File: src/hdl/eeprom_loader_pkg.sv
package eeprom_loader_pkg;

  // ****************************************
  // Widths and register offsets
  // ****************************************
  localparam int          WORD_W            = 16;
  localparam int          IDX_W             = 4;
  localparam int          ROM_ADDR_W        = 6;
  localparam int          ROM_WORD_COUNT    = 16;
  localparam logic [7:0]  WRITE_PORT_OFFSET = 8'h14;

  // ****************************************
  // Write port field layout
  // ****************************************
  localparam int          VALUE_MSB         = 31;
  localparam int          VALUE_LSB         = 16;
  localparam int          INDEX_MSB         = 15;
  localparam int          INDEX_LSB         = 12;
  localparam int          COMMIT_BIT        = 8;

  // ****************************************
  // Configuration word zero fields and reset values
  // ****************************************
  localparam int          IDLE_POWER_BIT    = 15;
  localparam int          REVISION_BIT      = 9;
  localparam int          WAKE_BIT          = 4;
  localparam int          VENDOR_BIT        = 3;
  localparam int          DIAG_BIT          = 2;
  localparam int          SWAP_BIT          = 1;
  localparam int          EXPROM_BIT        = 0;
  localparam logic [15:0] WORD0_RESET       = 16'h0007;
  localparam logic [15:0] WORDN_RESET       = 16'h0000;
  localparam logic [15:0] ROM_ABSENT_WORD   = 16'hffff;

  // ****************************************
  // Serial memory timing and command
  // ****************************************
  localparam int          CORE_CLK_NS       = 10;
  localparam int          ROM_SK_HALF_NS    = 500;
  localparam int          ROM_SK_HALF_CYC   = (ROM_SK_HALF_NS + CORE_CLK_NS - 1) / CORE_CLK_NS;
  localparam int          DIV_W             = 8;
  localparam logic [2:0]  ROM_READ_OP       = 3'h6;
  localparam int          ROM_CMD_BITS      = 9;

  // ****************************************
  // Carriers and states
  // ****************************************
  typedef struct packed {
    logic        strobe;
    logic [7:0]  offset;
    logic [31:0] data;
  } cfg_write_s;

  typedef struct packed {
    logic idle_power_save;
    logic host_if_revision_select;
    logic wake_signal_enable;
    logic vendor_code_select;
    logic diag_access_enable;
    logic rom_byte_swap;
    logic expansion_rom_flag;
  } word0_flags_s;

  typedef struct packed {
    logic cs;
    logic sk;
    logic di;
  } rom_pins_s;

  typedef enum logic [3:0] {
    R_IDLE  = 4'h1,
    R_SHIFT = 4'h2,
    R_READ  = 4'h4,
    R_DONE  = 4'h8
  } rd_state_e;

  typedef enum logic [2:0] {
    T_LOAD = 3'h1,
    T_WAIT = 3'h2,
    T_RUN  = 3'h4
  } top_state_e;

endpackage : eeprom_loader_pkg

File: src/hdl/serial_rom_reader.sv
`timescale 1ns/1ps
module serial_rom_reader (
  input  wire logic                                    core_clk,
  input  wire logic                                    rst_n,
  input  wire logic                                    start,
  input  wire logic [eeprom_loader_pkg::ROM_ADDR_W-1:0] addr,
  input  wire logic                                    serial_rom_data_out,
  output logic                                         done,
  output logic [15:0]                                  data,
  output eeprom_loader_pkg::rom_pins_s                 pins
);

  typedef struct packed {
    eeprom_loader_pkg::rd_state_e  st;
    logic [eeprom_loader_pkg::DIV_W-1:0] div;
    logic [4:0]                    bits;
    logic [8:0]                    cmd;
    logic [15:0]                   shreg;
    eeprom_loader_pkg::rom_pins_s  pins;
    logic                          done;
    logic                          sync1;
    logic                          sync2;
  } rd_state_s;

  rd_state_s s_reg;
  rd_state_s s_next;
  logic      tick;

  // Half period of the serial clock elapsed
  assign tick = (s_reg.div == eeprom_loader_pkg::DIV_W'(eeprom_loader_pkg::ROM_SK_HALF_CYC - 1));

  // Command shift, then sixteen data bits sampled on rising serial clock
  always_comb begin
    s_next       = s_reg;
    s_next.done  = 1'b0;
    s_next.sync1 = serial_rom_data_out;
    s_next.sync2 = s_reg.sync1;
    if (s_reg.st == eeprom_loader_pkg::R_SHIFT || s_reg.st == eeprom_loader_pkg::R_READ) begin
      s_next.div = tick ? '0 : s_reg.div + 1'b1;
    end
    unique case (s_reg.st)
      eeprom_loader_pkg::R_IDLE: begin
        if (start) begin
          s_next.st      = eeprom_loader_pkg::R_SHIFT;
          s_next.cmd     = {eeprom_loader_pkg::ROM_READ_OP, addr};
          s_next.pins.cs = 1'b1;
          s_next.pins.sk = 1'b0;
          s_next.pins.di = eeprom_loader_pkg::ROM_READ_OP[2];
          s_next.bits    = '0;
          s_next.div     = '0;
        end
      end
      eeprom_loader_pkg::R_SHIFT: begin
        if (tick && !s_reg.pins.sk) begin
          s_next.pins.sk = 1'b1;
        end else if (tick) begin
          s_next.pins.sk = 1'b0;
          if (s_reg.bits == 5'(eeprom_loader_pkg::ROM_CMD_BITS - 1)) begin
            s_next.st      = eeprom_loader_pkg::R_READ;
            s_next.bits    = '0;
            s_next.pins.di = 1'b0;
          end else begin
            s_next.cmd     = {s_reg.cmd[7:0], 1'b0};
            s_next.pins.di = s_reg.cmd[7];
            s_next.bits    = s_reg.bits + 5'h01;
          end
        end
      end
      eeprom_loader_pkg::R_READ: begin
        if (tick && !s_reg.pins.sk) begin
          s_next.pins.sk = 1'b1;
          s_next.shreg   = {s_reg.shreg[14:0], s_reg.sync2};
        end else if (tick) begin
          s_next.pins.sk = 1'b0;
          if (s_reg.bits == 5'h0f) begin
            s_next.st      = eeprom_loader_pkg::R_DONE;
            s_next.pins.cs = 1'b0;
            s_next.done    = 1'b1;
          end else begin
            s_next.bits = s_reg.bits + 5'h01;
          end
        end
      end
      eeprom_loader_pkg::R_DONE: begin
        s_next.st = eeprom_loader_pkg::R_IDLE;
      end
      default: begin
        s_next.st = eeprom_loader_pkg::R_IDLE;
      end
    endcase
  end

  // State register
  always_ff @(posedge core_clk) begin
    if (!rst_n) begin
      s_reg    <= '0;
      s_reg.st <= eeprom_loader_pkg::R_IDLE;
    end else begin
      s_reg <= s_next;
    end
  end

  assign done = s_reg.done;
  assign data = s_reg.shreg;
  assign pins = s_reg.pins;

endmodule : serial_rom_reader

File: src/hdl/eeprom_config_loader.sv
`timescale 1ns/1ps
module eeprom_config_loader #(
  parameter int WORDS = eeprom_loader_pkg::ROM_WORD_COUNT
) (
  input  wire logic                          core_clk,
  input  wire logic                          rst_n,
  input  wire eeprom_loader_pkg::cfg_write_s cfg_wr,
  input  wire logic                          pme_req,
  input  wire logic                          serial_rom_data_out,
  output eeprom_loader_pkg::rom_pins_s       rom_pins,
  output eeprom_loader_pkg::word0_flags_s    flags,
  output logic [WORDS*16-1:0]                cfg_words,
  output logic                               load_done,
  output logic                               pme_o,
  output logic                               pme_oe
);

  // ****************************************
  // State and helpers
  // ****************************************
  typedef struct packed {
    eeprom_loader_pkg::top_state_e   state;
    logic [eeprom_loader_pkg::IDX_W-1:0] idx;
    logic [WORDS-1:0][15:0]          words;
    logic                            locked;
    logic                            rd_start;
    logic                            load_done;
    eeprom_loader_pkg::word0_flags_s flags;
    logic                            pme_o;
    logic                            pme_oe;
  } top_state_s;

  top_state_s  s_reg;
  top_state_s  s_next;
  logic        rd_done;
  logic [15:0] rd_data;
  logic        wr_hit;
  logic        wr_take;
  logic [eeprom_loader_pkg::IDX_W-1:0] wr_idx;
  logic [15:0] wr_value;

  // Split word zero into its control flags
  function automatic eeprom_loader_pkg::word0_flags_s decode_word0(input logic [15:0] w);
    eeprom_loader_pkg::word0_flags_s f;
    f.idle_power_save         = w[eeprom_loader_pkg::IDLE_POWER_BIT];
    f.host_if_revision_select = w[eeprom_loader_pkg::REVISION_BIT];
    f.wake_signal_enable      = w[eeprom_loader_pkg::WAKE_BIT];
    f.vendor_code_select      = w[eeprom_loader_pkg::VENDOR_BIT];
    f.diag_access_enable      = w[eeprom_loader_pkg::DIAG_BIT];
    f.rom_byte_swap           = w[eeprom_loader_pkg::SWAP_BIT];
    f.expansion_rom_flag      = w[eeprom_loader_pkg::EXPROM_BIT];
    return f;
  endfunction : decode_word0

  // ****************************************
  // Serial memory reader
  // ****************************************
  serial_rom_reader u_reader (
    .core_clk            (core_clk),
    .rst_n               (rst_n),
    .start               (s_reg.rd_start),
    .addr                (eeprom_loader_pkg::ROM_ADDR_W'(s_reg.idx)),
    .serial_rom_data_out (serial_rom_data_out),
    .done                (rd_done),
    .data                (rd_data),
    .pins                (rom_pins)
  );

  // Write port decode
  assign wr_hit   = cfg_wr.strobe && (cfg_wr.offset == eeprom_loader_pkg::WRITE_PORT_OFFSET);
  assign wr_idx   = cfg_wr.data[eeprom_loader_pkg::INDEX_MSB:eeprom_loader_pkg::INDEX_LSB];
  assign wr_value = cfg_wr.data[eeprom_loader_pkg::VALUE_MSB:eeprom_loader_pkg::VALUE_LSB];
  assign wr_take  = wr_hit && cfg_wr.data[eeprom_loader_pkg::COMMIT_BIT]
                    && s_reg.words[0][eeprom_loader_pkg::DIAG_BIT]
                    && !s_reg.locked && (s_reg.state == eeprom_loader_pkg::T_RUN)
                    && (32'(wr_idx) < WORDS);

  // ****************************************
  // Load sequence and write port
  // ****************************************
  always_comb begin
    s_next          = s_reg;
    s_next.rd_start = 1'b0;
    s_next.flags    = decode_word0(s_reg.words[0]);
    s_next.pme_o    = 1'b0;
    s_next.pme_oe   = pme_req && s_reg.flags.wake_signal_enable;
    unique case (s_reg.state)
      eeprom_loader_pkg::T_LOAD: begin
        s_next.rd_start = 1'b1;
        s_next.state    = eeprom_loader_pkg::T_WAIT;
      end
      eeprom_loader_pkg::T_WAIT: begin
        if (rd_done) begin
          if (s_reg.idx == '0 && rd_data == eeprom_loader_pkg::ROM_ABSENT_WORD) begin
            s_next.state     = eeprom_loader_pkg::T_RUN;
            s_next.load_done = 1'b1;
          end else begin
            s_next.words[s_reg.idx] = rd_data;
            if (32'(s_reg.idx) == WORDS - 1) begin
              s_next.state     = eeprom_loader_pkg::T_RUN;
              s_next.load_done = 1'b1;
            end else begin
              s_next.idx   = s_reg.idx + 1'b1;
              s_next.state = eeprom_loader_pkg::T_LOAD;
            end
          end
        end
      end
      eeprom_loader_pkg::T_RUN: begin
        if (wr_take) begin
          s_next.words[wr_idx] = wr_value;
          if (wr_idx == '0 && !wr_value[eeprom_loader_pkg::DIAG_BIT]) begin
            s_next.locked = 1'b1;
          end
        end
      end
      default: begin
        s_next.state = eeprom_loader_pkg::T_RUN;
      end
    endcase
  end

  // State register
  always_ff @(posedge core_clk) begin
    if (!rst_n) begin
      s_reg          <= '0;
      s_reg.state    <= eeprom_loader_pkg::T_LOAD;
      s_reg.words[0] <= eeprom_loader_pkg::WORD0_RESET;
      s_reg.flags    <= decode_word0(eeprom_loader_pkg::WORD0_RESET);
    end else begin
      s_reg <= s_next;
    end
  end

  assign flags     = s_reg.flags;
  assign cfg_words = s_reg.words;
  assign load_done = s_reg.load_done;
  assign pme_o     = s_reg.pme_o;
  assign pme_oe    = s_reg.pme_oe;
endmodule : eeprom_config_loader

File: config.mk
export PLATFORM = sky130hd
export DESIGN_NAME = eeprom_config_loader
export DESIGN_NICKNAME = d
export VERILOG_FILES = /design/src/hdl/eeprom_loader_pkg.sv /design/src/hdl/serial_rom_reader.sv /design/src/hdl/eeprom_config_loader.sv
export SDC_FILE = /design/constraint.sdc
export NUM_CORES = 1
export LEC_CHECK = 0
export BUFFER_PORTS_ARGS = -buffer_cell sky130_fd_sc_hd__clkbuf_2
export CAP_MARGIN = 10
export CORE_UTILIZATION = 39
export CTS_CLUSTER_DIAMETER = 80
export DETAILED_ROUTE_END_ITERATION = 8
export GPL_TIMING_DRIVEN = 0
export PLACE_DENSITY = 0.65
export SLEW_MARGIN = 10
export SYNTH_ARGS = -nofsm -noshare
export SYNTH_HDL_FRONTEND = slang
export SYNTH_SLANG_ARGS = --single-unit
File: constraint.sdc
create_clock -name core_clk -period 5.25 [get_ports core_clk]
set_clock_uncertainty 0.2 [all_clocks]
set_input_delay 0.525 -clock core_clk [delete_from_list [all_inputs] [get_ports core_clk]]
set_output_delay 0.525 -clock core_clk [all_outputs]
set_load 0.02 [all_outputs]
**Yosys cells after proc, flatten, opt, wreduce, memory -nomap -nowiden**

Index checks and enable logic that the tools add are counted.

- Output and inout bits: 269
- Register bits: 322
- Bits of input ports: 45
- Word-level logic and storage cells: 166

- Muxes and demuxes: 51
- $lt $le $gt $ge: 4
- Eq/ne operators: 26
- Reduce and logical (&&, ||, !) cells: 35
- Add/sub/neg operators: 3
- Bitwise operators: 6

Operators by type and width:

| cell | number |
|---|---|
| 256-bit bitwise mux | 2 |
| 256-bit case mux with 2 select lines | 1 |
| 263-bit two-way mux | 1 |
| 260-bit two-way mux | 1 |
| 257-bit two-way mux | 1 |
| 16-bit demux with 4-bit select | 2 |
| 16-bit two-way mux | 2 |
| 14-bit two-way mux | 2 |
| 4-bit two-way mux | 7 |
| 26-bit two-way mux | 1 |
| 8-bit two-way mux | 3 |
| 5-bit two-way mux | 4 |
| 2-bit != test, second input constant | 9 |
| 16-bit == test, second input constant | 1 |
| 8-bit case mux with 2 select lines | 1 |
| 4-bit AND reduction | 4 |
| 5-bit case mux with 3 select lines | 1 |
| 7-bit AND reduction | 2 |
| 4-bit case mux with 3 select lines | 1 |
| 1-bit logical AND | 11 |
| 1-bit two-way mux | 11 |
| 5-bit by 4-bit == test with 1-bit output, second input constant | 2 |
| 4-bit by 5-bit less-than comparator with 1-bit output, second input constant | 2 |
| 5-bit AND reduction | 2 |
| other kinds (30) | 51 |

**Longest topological paths before layout**

- Word-level depth: 8
- Mapped depth: 11
- Depth with buffers taken out: 7

**Hierarchy**

From an unflattened synthesis, not the netlist that was laid out.

- Cells, all modules: 1954
- Area, all modules: 18079.8 µm²

By module, submodules not included:

| module | sequential area each (µm²) | area an instance (µm²) | instances | cells an instance |
|---|---|---|---|---|
| eeprom_config_loader | 5485.3 | 15741.3 | 1 | 1699 |
| serial_rom_reader | 940.9 | 2338.5 | 1 | 255 |

**Worst setup path after synthesis**

Ideal clock, no wire load.

- Path type: input-to-reg
- From: input cfg_wr[35] (netlist bit)
- To: register s_reg, in the netlist cfg_words[121]
- Arrival time: 2.290 ns
- Buffers on the path: 2
- Stages on the path: 7
- Setup time: 0.095 ns
- Slack: 2.664 ns
- Path through: nor4b_2 > nand4_2 > a22o_1 > buf_2 > buf_4 > a221o_1 > a221oi_1

- Longest elaborated chain between the ends: 8

Ends and longest elaborated chain:

| what | line | RTL |
|---|---|---|
| from (decl) | eeprom_config_loader.sv:7 | `input wire eeprom_loader_pkg::cfg_write_s cfg_wr,` |
| 8-bit by 5-bit == test with 1-bit output | eeprom_config_loader.sv:70 | `assign wr_hit = cfg_wr.strobe && (cfg_wr.offset == eeprom_loader_pkg::WRITE_PORT_OFFSET);` |
| 1-bit logical AND | eeprom_config_loader.sv:70 |  |
| 1-bit logical AND | eeprom_config_loader.sv:73 | `assign wr_take = wr_hit && cfg_wr.data[eeprom_loader_pkg::COMMIT_BIT]` |
| 1-bit logical AND | eeprom_config_loader.sv:74 | `&& s_reg.words[0][eeprom_loader_pkg::DIAG_BIT]` |
| 1-bit logical AND (2 in series) | eeprom_config_loader.sv:75 | `&& !s_reg.locked && (s_reg.state == eeprom_loader_pkg::T_RUN)` |
| 2-bit != test (no line) | n/a |  |
| 4-bit AND reduction (no line) | n/a |  |
| to (signal assigned) | eeprom_config_loader.sv:131 | `s_reg <= s_next;` |
| to (decl) | eeprom_config_loader.sv:33 | `top_state_s s_reg;` |

Every way passes these cells.
A chain may end at the register's enable or synchronous reset.

**Worst setup path after layout**

- From: register s_reg[268] (netlist bit)
- To: register s_reg, in the netlist cfg_words[183]

- Longest elaborated chain between the ends: 8
- Elaborated cells on any way between the ends: 13
- Those cells by class: order compare (2); eq/ne (1); mux (6); reduce/logical (4)

Ends and longest elaborated chain:

| what | line | RTL |
|---|---|---|
| 4-bit by 5-bit less-than comparator with 1-bit output (implied by the code) or 4-bit by 1-bit greater-or-equal comparator with 1-bit output (tied branches) | eeprom_config_loader.sv:98 | `s_next.words[s_reg.idx] = rd_data;` |
| 1-bit logical AND (implied by the code) | eeprom_config_loader.sv:98 |  |
| 16-bit two-way mux (implied by the code) | eeprom_config_loader.sv:98 |  |
| 16-bit demux with 4-bit select | eeprom_config_loader.sv:98 |  |
| 256-bit bitwise mux | eeprom_config_loader.sv:98 |  |
| 260-bit two-way mux | eeprom_config_loader.sv:94 | `if (s_reg.idx == '0 && rd_data == eeprom_loader_pkg::ROM_ABSENT_WORD) begin` |
| 263-bit two-way mux | eeprom_config_loader.sv:93 | `if (rd_done) begin` |
| 256-bit case mux with 2 select lines | eeprom_config_loader.sv:87 | `unique case (s_reg.state)` |

Several ways; a longest one is shown, not always the timed one. The select of a mux whose other input is x is not followed.

==> flow_metrics.py <==
metrics = {
    "layout": {
        "finalNetCount": 2383,
        "layout_common_cells": "dfxtp_1 (321), clkbuf_2 (301), buf_4 (271), o21ai_0 (267), o221a_2 (179)",
        "mostFrequentLayoutCell": "dfxtp_1",
        "fin_util_pct": 47.5,
        "drive_above_1_share_pct": 37.4,
        "final_area_um2": 21000,
        "largest_reg_flops": 256,
        "fillCellCount": 4322,
        "fin_cells": 2948,
        "syn_to_final_growth_pct": 19.9,
    },
    "clock_tree": {
        "clk_latency_ns": 0.57,
        "cts_root_buf": "clkbuf_16",
        "clk_pin_slew_ns": 0.06,
        "clock-sinks": 321,
        "cts_buffers": 38,
        "cts_tree": "built",
        "post-cts-setup-buffers": 0,
        "htree_levels": 2,
        "cts_buffer_depth": 3,
        "cts_resized": 0,
    },
    "logic_synthesis": {
        "avgSynthCellArea_um2": 8.84,
        "yosysWarnings": 0,
        "ys_seq_area_share_pct": 36.6,
        "synth_seq_cells": 321,
        "synthCells": 1987,
        "synthFlopType": "dfxtp_1",
        "ys_types": 71,
        "synth_area_um2": 17600,
        "syn-num-nets": 2041,
        "async_reset_ff_share_pct": 0,
        "synth_edf_count": 0,
    },
    "detailed_routing": {
        "routed_wirelength_um": 67200,
        "wl_per_cell_um": 22.8,
        "dr.pass1.iters": 6,
        "ant_nets": 0,
        "drt-initial-drc-count": 1912,
        "remaining_drc_errors": 0,
        "via_per_inst": 5.90,
        "vias": 17404,
    },
    "worst_setup_path": {
        "crit_type": "flip-flop to flip-flop",
        "worstPathCellList": "inv_1 -> ha_1 -> buf_2 -> nor3b_1 -> and2_1 -> a22oi_1 -> o21ai_1 -> clkbuf_1 -> o221a_2",
        "cpPeakStageDelay_ns": 0.74,
        "critPathSlowestCell": "a22oi_1",
        "worstSetupStartpoint": "s_reg[268]$_SDFFE_PN0P_",
        "r2r_start": "s_reg[268]$_SDFFE_PN0P_",
        "cp-end-kind": "flip-flop",
        "cp-start-kind": "flip-flop",
        "worstPathRequired_ns": 5.51,
        "rrSetupSlack_ns": 1.57,
        "critPathArrivalTime_ns": 3.94,
        "cp_max_fo": 10,
    },
    "floorplanning": {
        "coreArea_um2": 44300,
        "start_util_pct": 39.6,
        "die_area_um2": 45900,
        "rows": 77,
        "die_h_um": 214,
        "die_w_um": 214,
        "pin_count": 314,
    },
    "timing": {
        "worstMarginPinSlew_ns": 1.00,
        "finalHoldViolCount": 0,
        "drv_slew": 0,
        "final.min_clock_period_ns": 3.68,
        "fin_setup_tns_ns": 0,
        "setup_viol": 0,
        "timing.slew.headroom_pct": 33.1,
        "grt_setup_unrepaired": "no",
        "min_period_over_period_pct": 70.0,
        "fmax_mhz": 272,
    },
    "place": {
        "gp_congestion": 0.944,
        "postPlaceCellArea_um2": 19800,
        "portBuffers": 300,
        "dp_cells": 2879,
        "dp_hpwl_um": 49600,
    },
    "grt": {
        "grt_pass1_wl_um": 99900,
        "grt_pass1_vias": 16468,
        "track_usage_pct": 28.1,
        "grt_overflow": 0,
        "grt_max_degree": 13,
        "antenna_found_initial": 3,
    },
    "job": {
        "maxCapViolCount": 0,
    },
    "pwr": {
        "max-vdd-ir-drop_v": 0.000169,
        "finalPower_uw": 5250,
        "p_per_area_nw_per_um2": 249,
        "leakagePower_uw": 0.00885,
    },
    "min_path": {
        "min_from": "u_reader.s_next[0]$_SDFF_PN0_",
        "hp-class": "flip-flop to flip-flop",
    },
    "outcome": {
        "status": "finished clean",
    },
}
[report_power, final]
part	switching, µW	internal (µW)
sequential	7.03	2440
clock	1070	1530
combinational	155	42.6
total	1240	4010
[final cells by class]
class                      instances  area [µm²]  area share [%]
clock inverter                    16         156           0.743
clock buffer                      49        1060            5.05
inverter                          70         263            1.25
buffer                           441        2720            12.9
antenna                            2        5.00          0.0238
sequential                       321        6430            30.5
tap                              592         741            3.52
timing repair buffer             302        1520            7.23
multi-input combinational       1155        8150            38.7
[critical path: cells and delay by family, from the launching register on]
kind                     cells  cell delay [ns]
flip-flops                   1             0.47
adder cells (fa/ha/maj)      1             0.20
AO/OA/AOI/OAI                3             1.60
buffers and inverters        3             0.69
AND/OR/NAND/NOR              2             0.42
[synth_stat cells, types with 23 or more instances]
| cell type | count | area, µm² |
|---|---|---|
| dfxtp_1 | 321 | 6430 |
| buf_4 | 271 | 2030 |
| o21ai_0 | 267 | 1340 |
| o221a_2 | 179 | 2020 |
| nor2_1 | 155 | 582 |
| clkbuf_1 | 121 | 454 |
| nand2_1 | 74 | 278 |
| inv_1 | 69 | 259 |
| a221oi_1 | 60 | 526 |
| a2bb2oi_1 | 60 | 526 |
| a21oi_1 | 42 | 210 |
| buf_2 | 34 | 170 |
| o31ai_1 | 30 | 225 |
| and2_1 | 23 | 144 |
[per-layer routing]
metal	wire, µm	vias up	global-route usage, %
met3	6840	201	6.84
met1	27300	8322	36.4
met5	0	-	0
li1	-	7883	-
met2	30000	998	43.7
met4	3100	0	13.7
[cells by family after synthesis]
group / after synthesis / share of synthesized area, %
muxes: 17 / 0.969
AOI/OAI and AO/OA: 767 / 34.4
DFF: 321 / 36.6
buffers and inverters: 511 / 17.0
xor gates and xnor gates: 10 / 0.499
other: 1 / 0.0214
and+or+nand+nor: 351 / 9.91
adders and majority gates: 9 / 0.641
[repair_timing]
| action | in CTS | in global routing |
|---|---|---|
| endpoints found under the hold margin | 2 | 0 |
| endpoints found under the setup margin | 0 | 0 |
| hold buffers | 2 | 0 |
[path summary, 6_finish.rpt]
| kind | endpoint | cells past startpoint |
|---|---|---|
| max | cfg_words[183]$_SDFFE_PN0P_ | 9 |
| min | u_reader.s_reg[0]$_SDFF_PN0_ | 1 |
| max reg2reg | cfg_words[183]$_SDFFE_PN0P_ | 9 |
| min reg2reg | u_reader.s_reg[0]$_SDFF_PN0_ | 1 |
[per-stage QoR]
| step | hold slack (ns) | worst slack [ns] |
|---|---|---|
| floorplan | 0.212 | 2.66 |
| global placement | 0.222 | 1.48 |
| detailed placement | 0.224 | 1.38 |
| CTS | 0.240 | 1.68 |
| global route | 0.253 | 1.46 |
| finish | 0.233 | 1.57 |
Note: power is estimated with default switching activity, not from simulation.
